===== src/hw/kzt_pkg.sv =====
package kzt_pkg;
  // key store geometry
  localparam int          KEY_W    = 64;
  localparam int          GROUPS   = 8;
  localparam int          SLOTS    = 7;
  localparam int          LSLOTS   = GROUPS * SLOTS;
  localparam int          CHANS    = 64;
  localparam logic [5:0]  SLOTS6   = 6'h07;
  localparam logic [2:0]  NO_SLOT  = 3'h7;

  // timing
  localparam int          CLK_KHZ       = 200000;
  localparam int          FRAME_TIME_MS = 250;
  localparam int          HOLD_TIME_MS  = 1000;
  localparam int          FRAME_CYC_DEF = FRAME_TIME_MS * CLK_KHZ;
  localparam int          HOLD_CYC_DEF  = HOLD_TIME_MS * CLK_KHZ;
  localparam logic [1:0]  BOOT_CYC      = 2'h2;

  // register byte addresses
  localparam logic [7:0]  A_CONFIG  = 8'h00;
  localparam logic [7:0]  A_SELECT  = 8'h04;
  localparam logic [7:0]  A_KEY_LO  = 8'h08;
  localparam logic [7:0]  A_KEY_HI  = 8'h0c;
  localparam logic [7:0]  A_COMMAND = 8'h10;
  localparam logic [7:0]  A_LOCK    = 8'h14;
  localparam logic [7:0]  A_UNLOCK  = 8'h18;
  localparam logic [7:0]  A_CHAN    = 8'h1c;
  localparam logic [7:0]  A_STATUS  = 8'h20;

  // field positions
  localparam int CFG_EIGHT = 0;
  localparam int CFG_FED   = 1;
  localparam int CFG_KEYPD = 2;
  localparam int CMD_STORE = 0;
  localparam int CMD_XFER  = 1;
  localparam int CMD_SLAVE = 2;
  localparam int CH_INH    = 9;

  // synchronised pin indices
  localparam int P_ZERO = 0;
  localparam int P_ALL  = 1;
  localparam int P_EXE  = 2;
  localparam int P_TAMP = 3;
  localparam int P_DUMP = 4;
  localparam int P_SEP  = 5;
  localparam int P_SCRW = 6;
  localparam int P_UL   = 7;
  localparam int P_UR   = 8;
  localparam int NPIN   = 9;

  localparam logic [1:0] RESP_OKAY   = 2'h0;
  localparam logic [1:0] RESP_SLVERR = 2'h2;

  typedef enum logic [1:0] {MODE_MASTER, MODE_SLAVE, MODE_LOCKED} mode_e;
endpackage


===== src/hw/key_zeroize_tamper_control.sv =====
// The implementer's own choices: register access over AXI4-Lite and the address map.
`timescale 1ns/1ps
// Behaviour
// - zeroize held at power-on erases the whole loader store in any mode
// - execute button returns the loader from slave to master mode
// - master mode zeroize then all erases the seven slots of group one
// - in eight-group mode zeroize then all erases only the selected group
// - federal configuration limits the loader to one group of seven slots
// - lock code locks the loader; only the unlock code or a reset releases it
// - key fill into the radio is refused unless tamper switch is operated
// - any tamper release cuts key power and erases radio keys at once
// - keydump lets the current frame finish and starts no further frame
// - encrypted transmission runs in frames of about a quarter second
// - after keydump the radio stays non-functional until keys are reloaded
// - both upper keypad keys held one second flash message and erase keys
// - radio holds seven keys chosen by keypad or per-channel key number
// - sixty-four channels each with its own encryption inhibit
// - separation switch operation cuts keep-alive power, erasing radio keys
// - cover screw removal clears all seven stored radio keys
module key_zeroize_tamper_control
  import kzt_pkg::*;
#(
  parameter int          FRAME_CYC   = FRAME_CYC_DEF,
  parameter int          HOLD_CYC    = HOLD_CYC_DEF,
  parameter logic [31:0] LOCK_CODE   = 32'h00001111, // arbitrary preset
  parameter logic [31:0] UNLOCK_CODE = 32'h00002222  // arbitrary preset
) (
  // clock and reset
  input  wire logic        clk_i,
  input  wire logic        rstn_i,
  // axi4-lite write
  input  wire logic [7:0]  s_axi_awaddr,
  input  wire logic        s_axi_awvalid,
  output logic             s_axi_awready,
  input  wire logic [31:0] s_axi_wdata,
  input  wire logic [3:0]  s_axi_wstrb,
  input  wire logic        s_axi_wvalid,
  output logic             s_axi_wready,
  output logic [1:0]       s_axi_bresp,
  output logic             s_axi_bvalid,
  input  wire logic        s_axi_bready,
  // axi4-lite read
  input  wire logic [7:0]  s_axi_araddr,
  input  wire logic        s_axi_arvalid,
  output logic             s_axi_arready,
  output logic [31:0]      s_axi_rdata,
  output logic [1:0]       s_axi_rresp,
  output logic             s_axi_rvalid,
  input  wire logic        s_axi_rready,
  // buttons and switches, asynchronous
  input  wire logic        zeroize_button_i,
  input  wire logic        all_button_i,
  input  wire logic        execute_button_i,
  input  wire logic        tamper_switch_i,
  input  wire logic        keydump_i,
  input  wire logic        separation_switch_i,
  input  wire logic        cover_screw_removed_i,
  input  wire logic        keypad_upper_left_i,
  input  wire logic        keypad_upper_right_i,
  // transmitter, same clock
  input  wire logic        tx_request_i,
  output logic             tx_active_o,
  output logic             frame_start_o,
  // radio crypto state
  output logic             key_power_o,
  output logic             crypto_enable_o,
  output logic [2:0]       active_key_o,
  output logic             key_zero_msg_o,
  output logic [1:0]       mode_o
);

  typedef struct packed {
    logic [NPIN-1:0]               s1;
    logic [NPIN-1:0]               s2;
    logic [NPIN-1:0]               prev;
    logic [1:0]                    boot_cnt;
    logic                          booted;
    mode_e                         mode;
    logic                          zarm;
    logic [2:0]                    cfg;
    logic [2:0]                    grp;
    logic [2:0]                    slot;
    logic [2:0]                    kp_key;
    logic [5:0]                    chan;
    logic [31:0]                   key_lo;
    logic [31:0]                   key_hi;
    logic [LSLOTS-1:0][KEY_W-1:0]  lmem;
    logic [LSLOTS-1:0]             lval;
    logic [SLOTS-1:0][KEY_W-1:0]   rmem;
    logic [SLOTS-1:0]              rval;
    logic [CHANS-1:0][2:0]         ch_key;
    logic [CHANS-1:0]              ch_inh;
    logic                          dead;
    logic                          refused;
    logic                          zmsg;
    logic                          kpwr;
    logic                          cen;
    logic [2:0]                    akey;
    logic                          tx_on;
    logic                          tx_start;
    logic [27:0]                   tx_cnt;
    logic [27:0]                   hold_cnt;
    logic                          aw_got;
    logic                          w_got;
    logic [7:0]                    aw_addr;
    logic [31:0]                   w_data;
    logic [3:0]                    w_strb;
    logic                          bvalid;
    logic [1:0]                    bresp;
    logic                          rvalid;
    logic [31:0]                   rdata;
    logic [1:0]                    rresp;
  } state_s;

  state_s q;
  state_s n;

  logic [NPIN-1:0] rise;
  logic            eight;
  logic [2:0]      egrp;
  logic [5:0]      lidx;
  logic            erase_all;
  logic            erase_grp;
  logic            radio_erase;
  logic            hold_fire;
  logic            do_wr;
  logic            unlock_ok;
  logic            store_ok;
  logic            xfer_ok;
  logic [2:0]      ksel;

  // byte-lane merge for read-write registers
  function automatic logic [31:0] merge(input logic [31:0] o, input logic [31:0] d, input logic [3:0] s);
    logic [31:0] r;
    r = o;
    for (int b = 0; b < 4; b++) begin
      if (s[b]) begin
        r[8*b +: 8] = d[8*b +: 8];
      end
    end
    return r;
  endfunction

  // handshake outputs straight from state; one write and one read in flight
  assign s_axi_awready   = !q.aw_got && !q.bvalid;
  assign s_axi_wready    = !q.w_got && !q.bvalid;
  assign s_axi_arready   = !q.rvalid;
  assign s_axi_bvalid    = q.bvalid;
  assign s_axi_bresp     = q.bresp;
  assign s_axi_rvalid    = q.rvalid;
  assign s_axi_rdata     = q.rdata;
  assign s_axi_rresp     = q.rresp;
  assign tx_active_o     = q.tx_on;
  assign frame_start_o   = q.tx_start;
  assign key_power_o     = q.kpwr;
  assign crypto_enable_o = q.cen;
  assign active_key_o    = q.akey;
  assign key_zero_msg_o  = q.zmsg;
  assign mode_o          = q.mode;

  // event decode from synchronised pins; all act on q so one cycle is coherent
  always_comb begin
    rise        = q.s2 & ~q.prev;
    eight       = q.cfg[CFG_EIGHT] && !q.cfg[CFG_FED];
    egrp        = eight ? q.grp : 3'h0;
    lidx        = egrp * SLOTS6 + {3'h0, q.slot};
    erase_all   = !q.booted && q.boot_cnt == BOOT_CYC && q.s2[P_ZERO];
    erase_grp   = q.booted && q.mode == MODE_MASTER && q.zarm && rise[P_ALL];
    hold_fire   = q.s2[P_UL] && q.s2[P_UR] && q.hold_cnt == 28'(HOLD_CYC - 1);
    // no width filter: one sampled release is enough to erase
    radio_erase = !q.s2[P_TAMP] || q.s2[P_DUMP] || q.s2[P_SEP] || q.s2[P_SCRW] || hold_fire;
    do_wr       = q.aw_got && q.w_got && !q.bvalid;
    unlock_ok   = do_wr && q.aw_addr == A_UNLOCK && q.w_data == UNLOCK_CODE && q.mode == MODE_LOCKED;
    // store commands are dropped, not delayed, when a loader erase falls in the same cycle; transfers also on a radio erase
    store_ok    = do_wr && q.aw_addr == A_COMMAND && q.w_data[CMD_STORE] && q.mode != MODE_LOCKED
                  && q.slot != NO_SLOT && !erase_all && !erase_grp;
    xfer_ok     = do_wr && q.aw_addr == A_COMMAND && q.w_data[CMD_XFER] && q.mode != MODE_LOCKED
                  && q.slot != NO_SLOT && q.lval[lidx] && q.s2[P_TAMP] && !radio_erase
                  && !erase_all && !erase_grp;
    ksel        = q.cfg[CFG_KEYPD] ? q.kp_key : q.ch_key[q.chan];
  end

  // next-state logic
  always_comb begin
    n          = q;
    n.s1       = {keypad_upper_right_i, keypad_upper_left_i, cover_screw_removed_i, separation_switch_i,
                  keydump_i, tamper_switch_i, execute_button_i, all_button_i, zeroize_button_i};
    n.s2       = q.s1;
    n.prev     = q.s2;
    n.tx_start = 1'b0;
    // power-on check waits for the synchroniser to fill
    if (!q.booted) begin
      n.boot_cnt = q.boot_cnt + 2'h1;
      n.booted   = q.boot_cnt == BOOT_CYC;
    end
    // operator buttons
    if (q.booted && rise[P_EXE] && q.mode == MODE_SLAVE) begin
      n.mode = MODE_MASTER;
      n.zarm = 1'b0;
    end else if (q.booted && q.mode == MODE_MASTER && rise[P_ZERO]) begin
      n.zarm = 1'b1;
    end else if (erase_grp) begin
      n.zarm = 1'b0;
    end
    // keypad hold counter saturates; the erase repeats while both keys stay held
    if (q.s2[P_UL] && q.s2[P_UR]) begin
      if (q.hold_cnt != 28'(HOLD_CYC - 1)) begin
        n.hold_cnt = q.hold_cnt + 28'h1;
      end
    end else begin
      n.hold_cnt = 28'h0;
    end
    // axi write capture
    if (s_axi_awvalid && s_axi_awready) begin
      n.aw_got  = 1'b1;
      n.aw_addr = s_axi_awaddr;
    end
    if (s_axi_wvalid && s_axi_wready) begin
      n.w_got  = 1'b1;
      n.w_data = s_axi_wdata;
      n.w_strb = s_axi_wstrb;
    end
    if (q.bvalid && s_axi_bready) begin
      n.bvalid = 1'b0;
      n.aw_got = 1'b0;
      n.w_got  = 1'b0;
    end
    // axi write effects
    if (do_wr) begin
      n.bvalid = 1'b1;
      n.bresp  = RESP_OKAY;
      case (q.aw_addr)
        A_CONFIG: n.cfg = 3'(merge({29'h0, q.cfg}, q.w_data, q.w_strb));
        A_SELECT: {n.chan, n.kp_key, n.slot, n.grp} =
                    15'(merge({17'h0, q.chan, q.kp_key, q.slot, q.grp}, q.w_data, q.w_strb));
        A_KEY_LO: n.key_lo = merge(q.key_lo, q.w_data, q.w_strb);
        A_KEY_HI: n.key_hi = merge(q.key_hi, q.w_data, q.w_strb);
        A_COMMAND: begin
          n.refused = !(store_ok || xfer_ok) && q.w_data[CMD_XFER];
          if (store_ok) begin
            n.lmem[lidx] = {q.key_hi, q.key_lo};
            n.lval[lidx] = 1'b1;
          end
          if (xfer_ok) begin
            n.rmem[q.slot] = q.lmem[lidx]; // radio slot follows loader position
            n.rval[q.slot] = 1'b1;
            n.dead         = 1'b0;
            n.zmsg         = 1'b0;
          end
          if (q.w_data[CMD_SLAVE] && q.mode == MODE_MASTER) begin
            n.mode = MODE_SLAVE;
          end
        end
        A_LOCK: begin
          if (q.w_data == LOCK_CODE && q.mode != MODE_LOCKED) begin
            n.mode = MODE_LOCKED;
          end
        end
        A_UNLOCK: begin
          if (unlock_ok) begin
            n.mode = MODE_MASTER;
          end
        end
        A_CHAN: begin
          n.ch_key[q.w_data[5:0]] = q.w_data[8:6];
          n.ch_inh[q.w_data[5:0]] = q.w_data[CH_INH];
        end
        default: n.bresp = RESP_SLVERR;
      endcase
    end
    // axi read
    if (s_axi_arvalid && s_axi_arready) begin
      n.rvalid = 1'b1;
      n.rresp  = RESP_OKAY;
      case (s_axi_araddr)
        A_CONFIG: n.rdata = {29'h0, q.cfg};
        A_SELECT: n.rdata = {17'h0, q.chan, q.kp_key, q.slot, q.grp};
        A_KEY_LO: n.rdata = q.key_lo;
        A_KEY_HI: n.rdata = q.key_hi;
        A_STATUS: n.rdata = {17'h0, q.lval[lidx], q.s2[P_TAMP], q.rval, q.zmsg, q.refused,
                             q.tx_on, q.dead, q.mode};
        A_COMMAND, A_LOCK, A_UNLOCK, A_CHAN: n.rdata = 32'h0;
        default: begin
          n.rdata = 32'h0;
          n.rresp = RESP_SLVERR;
        end
      endcase
    end else if (q.rvalid && s_axi_rready) begin
      n.rvalid = 1'b0;
    end
    // loader erase overrides a same-cycle store; zeros and empty together
    if (erase_all) begin
      n.lmem = '0;
      n.lval = '0;
    end
    if (erase_grp) begin
      for (int s = 0; s < SLOTS; s++) begin
        n.lmem[int'(lidx) - int'(q.slot) + s] = '0;
        n.lval[int'(lidx) - int'(q.slot) + s] = 1'b0;
      end
    end
    // radio erase: any source kills keys and power in the same cycle
    n.kpwr = !radio_erase;
    if (radio_erase) begin
      n.rmem = '0;
      n.rval = '0;
      n.dead = 1'b1;
    end
    if (hold_fire) begin
      n.zmsg = 1'b1;
    end
    // registered crypto selection, seen one cycle after its inputs
    n.akey = ksel;
    n.cen  = ksel != NO_SLOT && q.rval[ksel] && !q.ch_inh[q.chan] && !q.dead;
    // frame timer: a started frame always runs out, even after keydump
    if (q.tx_on) begin
      n.tx_cnt = q.tx_cnt - 28'h1;
      if (q.tx_cnt == 28'h0) begin
        n.tx_on = 1'b0;
      end
    end else if (tx_request_i && q.cen && !q.dead) begin
      n.tx_on    = 1'b1;
      n.tx_start = 1'b1;
      n.tx_cnt   = 28'(FRAME_CYC - 1);
    end
  end

  // single state register, synchronous reset
  always_ff @(posedge clk_i) begin
    if (!rstn_i) begin
      q      <= '0;
      q.lmem <= q.lmem; // the loader store is battery held, so only zeroize clears it
      q.lval <= q.lval;
    end else begin
      q <= n;
    end
  end
endmodule


===== config.mk =====
export PLATFORM = sky130hd
export DESIGN_NAME = key_zeroize_tamper_control
export DESIGN_NICKNAME = d
export VERILOG_FILES = /design/src/hw/kzt_pkg.sv /design/src/hw/key_zeroize_tamper_control.sv
export SDC_FILE = /design/constraint.sdc
export NUM_CORES = 1
export LEC_CHECK = 0
export BUFFER_PORTS_ARGS = -buffer_cell sky130_fd_sc_hd__buf_2
export CAP_MARGIN = 20
export CORE_UTILIZATION = 42
export DETAILED_ROUTE_END_ITERATION = 8
export GPL_ROUTABILITY_DRIVEN = 1
export PLACE_DENSITY = 0.72
export RECOVER_POWER = 100
export SYNTH_ARGS = -nofsm -noshare
export SYNTH_HDL_FRONTEND = slang
export SYNTH_SLANG_ARGS = --single-unit

===== constraint.sdc =====
create_clock -name clk_i -period 5.5 [get_ports clk_i]
set_input_delay 1.1 -clock clk_i [delete_from_list [all_inputs] [get_ports clk_i]]
set_output_delay 1.1 -clock clk_i [all_outputs]
set_load 0.01 [all_outputs]

==> metrics.yaml <==
grt_pass1_vias: 25300
crit_slowest_cell: "sky130_fd_sc_hd__fa_2"
nNetsFinal: 3508
worstHoldPathType: "register to register"
ratio_of_cells_with_drive_above_1_in_the_final_layout_pct: 16.2
fp.dieH_um: 269
kind_of_end_point_of_the_critical_path: "register"
crit_top_cell: "sky130_fd_sc_hd__buf_4"
layout-area-overhead-vs-synth_pct: 15.5
wire_length_of_the_first_global_routing_pass_um: 158000
clk_pin_slew_ns: 0.06
io_buffers: 117
wl_per_cell_um: 24.1
tritoncts: "yes"
startpoint_type: "register"
async_flop_share_pct: 0
row_count: 97
setup_total_negative_slack_ns: 0
worstSkewPairLatency_ns: 0.64
power.leakage_uw: 0.0130
placedInstanceArea_um2: 32400
critPathKind: "register to register"
die-width_um: 269
final-max-slew-violation-count: 251
synth.ff_latch_count: 576
viasPerCell: 6.04
critical_path_peak_fanout: 9
max_clock_freq_mhz: 184
grt_resource_usage_total_pct: 28.2
gp_routability_congestion: 1.05
worst_slack_after_detailed_placement_ns: 0.0206
synth_edf_count: 56
dominantRegCellSynth: "sky130_fd_sc_hd__dfxtp_1"
grt_antenna_before_repair: 2
clock-sinks: 576
synth_area_um2: 30000
period_share_pct: 98.7
cp.arrival_ns: 5.79
status: "finished, violations left"
final_wirelength_um: 106000
dp_hpwl_um: 76400
initial_core_util_pct: 42.7
finalWorstSetupSlack_ns: 0.0704
tightest_slew_ns: 3.16
gr-total-overflow: 0
syn_inst: 3271
remaining_drc_errors: 0
r2r_cell_count: 18
maximum_capacitance_violations: 4
cts_inserted_buffers: 61
synth-seq-area-share_pct: 40.3
fp.dieArea_um2: 72400
final.min_clock_period_ns: 5.43
core_region_area_um2: 70300
yosysUniqueCellTypes: 95
relSlewSlack_pct: -111
power_density_nw_per_um2: 262
drt_first_iter_violations: 2605
cts_max_level: 2
nFillCells: 6585
final_design_area_no_fill_um2: 34600
synth_warnings: 0
grt_max_degree: 159
ctsRootBufferMaster: "sky130_fd_sc_hd__clkbuf_16"
cts.hold.buffers_added: 0
antenna_left: 0
whs_path_depth: 1
violated_checks: "max-capacitance violations, max-slew violations"
power.ir.vdd_worst_uv: 314
cts_max_path_buffers: 3
hold_ws_ns: 0.436
worstPathCellList: "nor2b_2 > and2_4 > fa_1 > fa_1 > fa_2 > ha_1 > buf_4 > nor2b_1 > or3_4 > buf_4 > a22oi_2 > a221oi_4 > buf_12 > nor2_1 > buf_4 > a22oi_1 > o211ai_1 > o22ai_1"
hold_viol_final: 0
finalSetupViolCount: 0
skew_ns: 0.0255
worst_path_max_stage_delay_ns: 0.57
drt_first_pass_iters: 6
detailroute.via_count: 26500
timing.critical_path.required_ns: 5.86
syn-mean-instance-area_um2: 9.16
pin_count: 120
-- area by class of cell --
type,count,area (um2),share of cell area (%)
clock inverters,22,294,0.850
flip-flops and latches,576,12100,35.0
repair buffers,328,2170,6.28
multi-input cells,2400,16900,48.8
inverters,39,154,0.445
clock buffers,89,1830,5.28
diodes,2,5.00,0.0145
well taps,940,1180,3.40
-- critical path, delay by kind of cell (launching register included) --
kind	cells	cell delay (ns)
AND/OR/NAND/NOR	5	1.35
AO/OA/AOI/OAI	5	0.86
flip-flops	1	0.31
adder cells (fa/ha/maj)	4	1.86
buffers and inverters	4	0.77
-- layout by cell type, fill, tap and decap left out, types with 41 or more instances in the layout --
cell	n
sky130_fd_sc_hd__nor2_1	603
sky130_fd_sc_hd__dfxtp_1	514
sky130_fd_sc_hd__mux2i_1	391
sky130_fd_sc_hd__nand2_1	259
sky130_fd_sc_hd__buf_4	182
sky130_fd_sc_hd__a21oi_1	165
sky130_fd_sc_hd__mux4_2	89
sky130_fd_sc_hd__o22ai_1	83
sky130_fd_sc_hd__buf_2	70
sky130_fd_sc_hd__clkbuf_1	65
sky130_fd_sc_hd__clkbuf_16	64
sky130_fd_sc_hd__nand3_1	62
sky130_fd_sc_hd__nor3_1	56
sky130_fd_sc_hd__edfxtp_1	56
sky130_fd_sc_hd__o21ai_0	41
-- stage by stage --
step	power [uW]	utilization (%)	cells
after detailed placement	4860	46.1	4278
after global routing	9360	49.2	4394
after floorplan	4700	-	3272
after global placement	4860	46.1	4278
after CTS	9160	49.1	4389
final	9080	49.3	4396
-- cell families after synthesis --
group | after synthesis | share of synthesized area, %
and+or+nand+nor | 1242 | 18.6
AOI/OAI and AO/OA | 589 | 13.8
DFF | 576 | 40.3
muxes | 481 | 19.8
buffers and inverters | 296 | 4.37
xor gates and xnor gates | 53 | 1.62
adders and majority gates | 33 | 1.50
other | 1 | 0.0125
-- routing by layer --
layer	wire length, um	part of all wire (%)	global-route usage [%]	vias up
li1	-	-	-	12200
met1	42100	40	34.8	12900
met2	50500	48	47.5	1155
met3	7420	7.0	4.66	328
met4	6040	5.7	14.5	2
met5	14	0.013	0	-
-- repair_timing --
action	4_1_cts	5_1_grt
buffers inserted	0	5
endpoints found under the setup margin	0	55
gates resized for setup	0	44
endpoints found under the hold margin	0	0
-- synthesized netlist by cell type, types with 6 or more instances --
library cell | n | area share, %
sky130_fd_sc_hd__clkbuf_1 | 178 | 2.2
sky130_fd_sc_hd__dfxtp_1 | 520 | 35
sky130_fd_sc_hd__inv_1 | 35 | 0.44
sky130_fd_sc_hd__nor4_1 | 31 | 0.65
sky130_fd_sc_hd__a221oi_1 | 37 | 1.1
sky130_fd_sc_hd__buf_4 | 42 | 1.1
sky130_fd_sc_hd__a32oi_1 | 14 | 0.41
sky130_fd_sc_hd__nor2b_1 | 23 | 0.48
sky130_fd_sc_hd__a21oi_1 | 167 | 2.8
sky130_fd_sc_hd__nand2b_1 | 29 | 0.61
sky130_fd_sc_hd__nor3b_1 | 6 | 0.15
sky130_fd_sc_hd__a211o_1 | 26 | 0.76
sky130_fd_sc_hd__o22ai_1 | 83 | 1.7
sky130_fd_sc_hd__a222oi_1 | 11 | 0.37
sky130_fd_sc_hd__mux4_2 | 89 | 6.7
sky130_fd_sc_hd__nand4_1 | 22 | 0.46
sky130_fd_sc_hd__a211oi_1 | 17 | 0.43
sky130_fd_sc_hd__a22o_1 | 9 | 0.26
sky130_fd_sc_hd__nand3b_1 | 10 | 0.25
sky130_fd_sc_hd__a311o_1 | 6 | 0.20
sky130_fd_sc_hd__a221o_1 | 7 | 0.23
sky130_fd_sc_hd__nand3_1 | 66 | 1.1
sky130_fd_sc_hd__and2_1 | 41 | 0.86
sky130_fd_sc_hd__ha_1 | 28 | 1.2
sky130_fd_sc_hd__nor2_1 | 608 | 7.6
sky130_fd_sc_hd__buf_2 | 26 | 0.43
sky130_fd_sc_hd__o211ai_1 | 35 | 0.88
sky130_fd_sc_hd__buf_1 | 10 | 0.13
sky130_fd_sc_hd__nand2_1 | 265 | 3.3
sky130_fd_sc_hd__o21a_1 | 10 | 0.25
sky130_fd_sc_hd__mux2i_1 | 391 | 13
sky130_fd_sc_hd__a2111oi_0 | 9 | 0.26
sky130_fd_sc_hd__nor3_1 | 58 | 0.97
sky130_fd_sc_hd__o221ai_1 | 15 | 0.44
sky130_fd_sc_hd__nor3_2 | 6 | 0.20
sky130_fd_sc_hd__or4_1 | 6 | 0.15
sky130_fd_sc_hd__and3_1 | 20 | 0.42
sky130_fd_sc_hd__edfxtp_1 | 56 | 5.6
sky130_fd_sc_hd__xor2_1 | 24 | 0.70
sky130_fd_sc_hd__or3_1 | 16 | 0.33
sky130_fd_sc_hd__a31oi_1 | 16 | 0.33
sky130_fd_sc_hd__and4_1 | 7 | 0.20
sky130_fd_sc_hd__o21ai_0 | 42 | 0.70
sky130_fd_sc_hd__a22oi_1 | 26 | 0.65
sky130_fd_sc_hd__xnor2_1 | 26 | 0.76
-- power by group --
part,switching (uW),leakage (uW),internal [uW],total (uW)
logic,270,0.00732,130,400
registers,79.9,0.00465,4290,4370
clock network,1800,0.00105,2510,4310
total,2150,0.0130,6930,9080
-- path summary, 6_finish.rpt --
path | to | from | slack, ns
worst max register to register | q[912] | q[4580] | 0.07
worst min-delay path | n[4595] | n[4604] | 0.44
worst max-delay path | q[912] | q[4580] | 0.07
worst min register to register | n[4595] | n[4604] | 0.44
(Power assumes the default switching activity.)
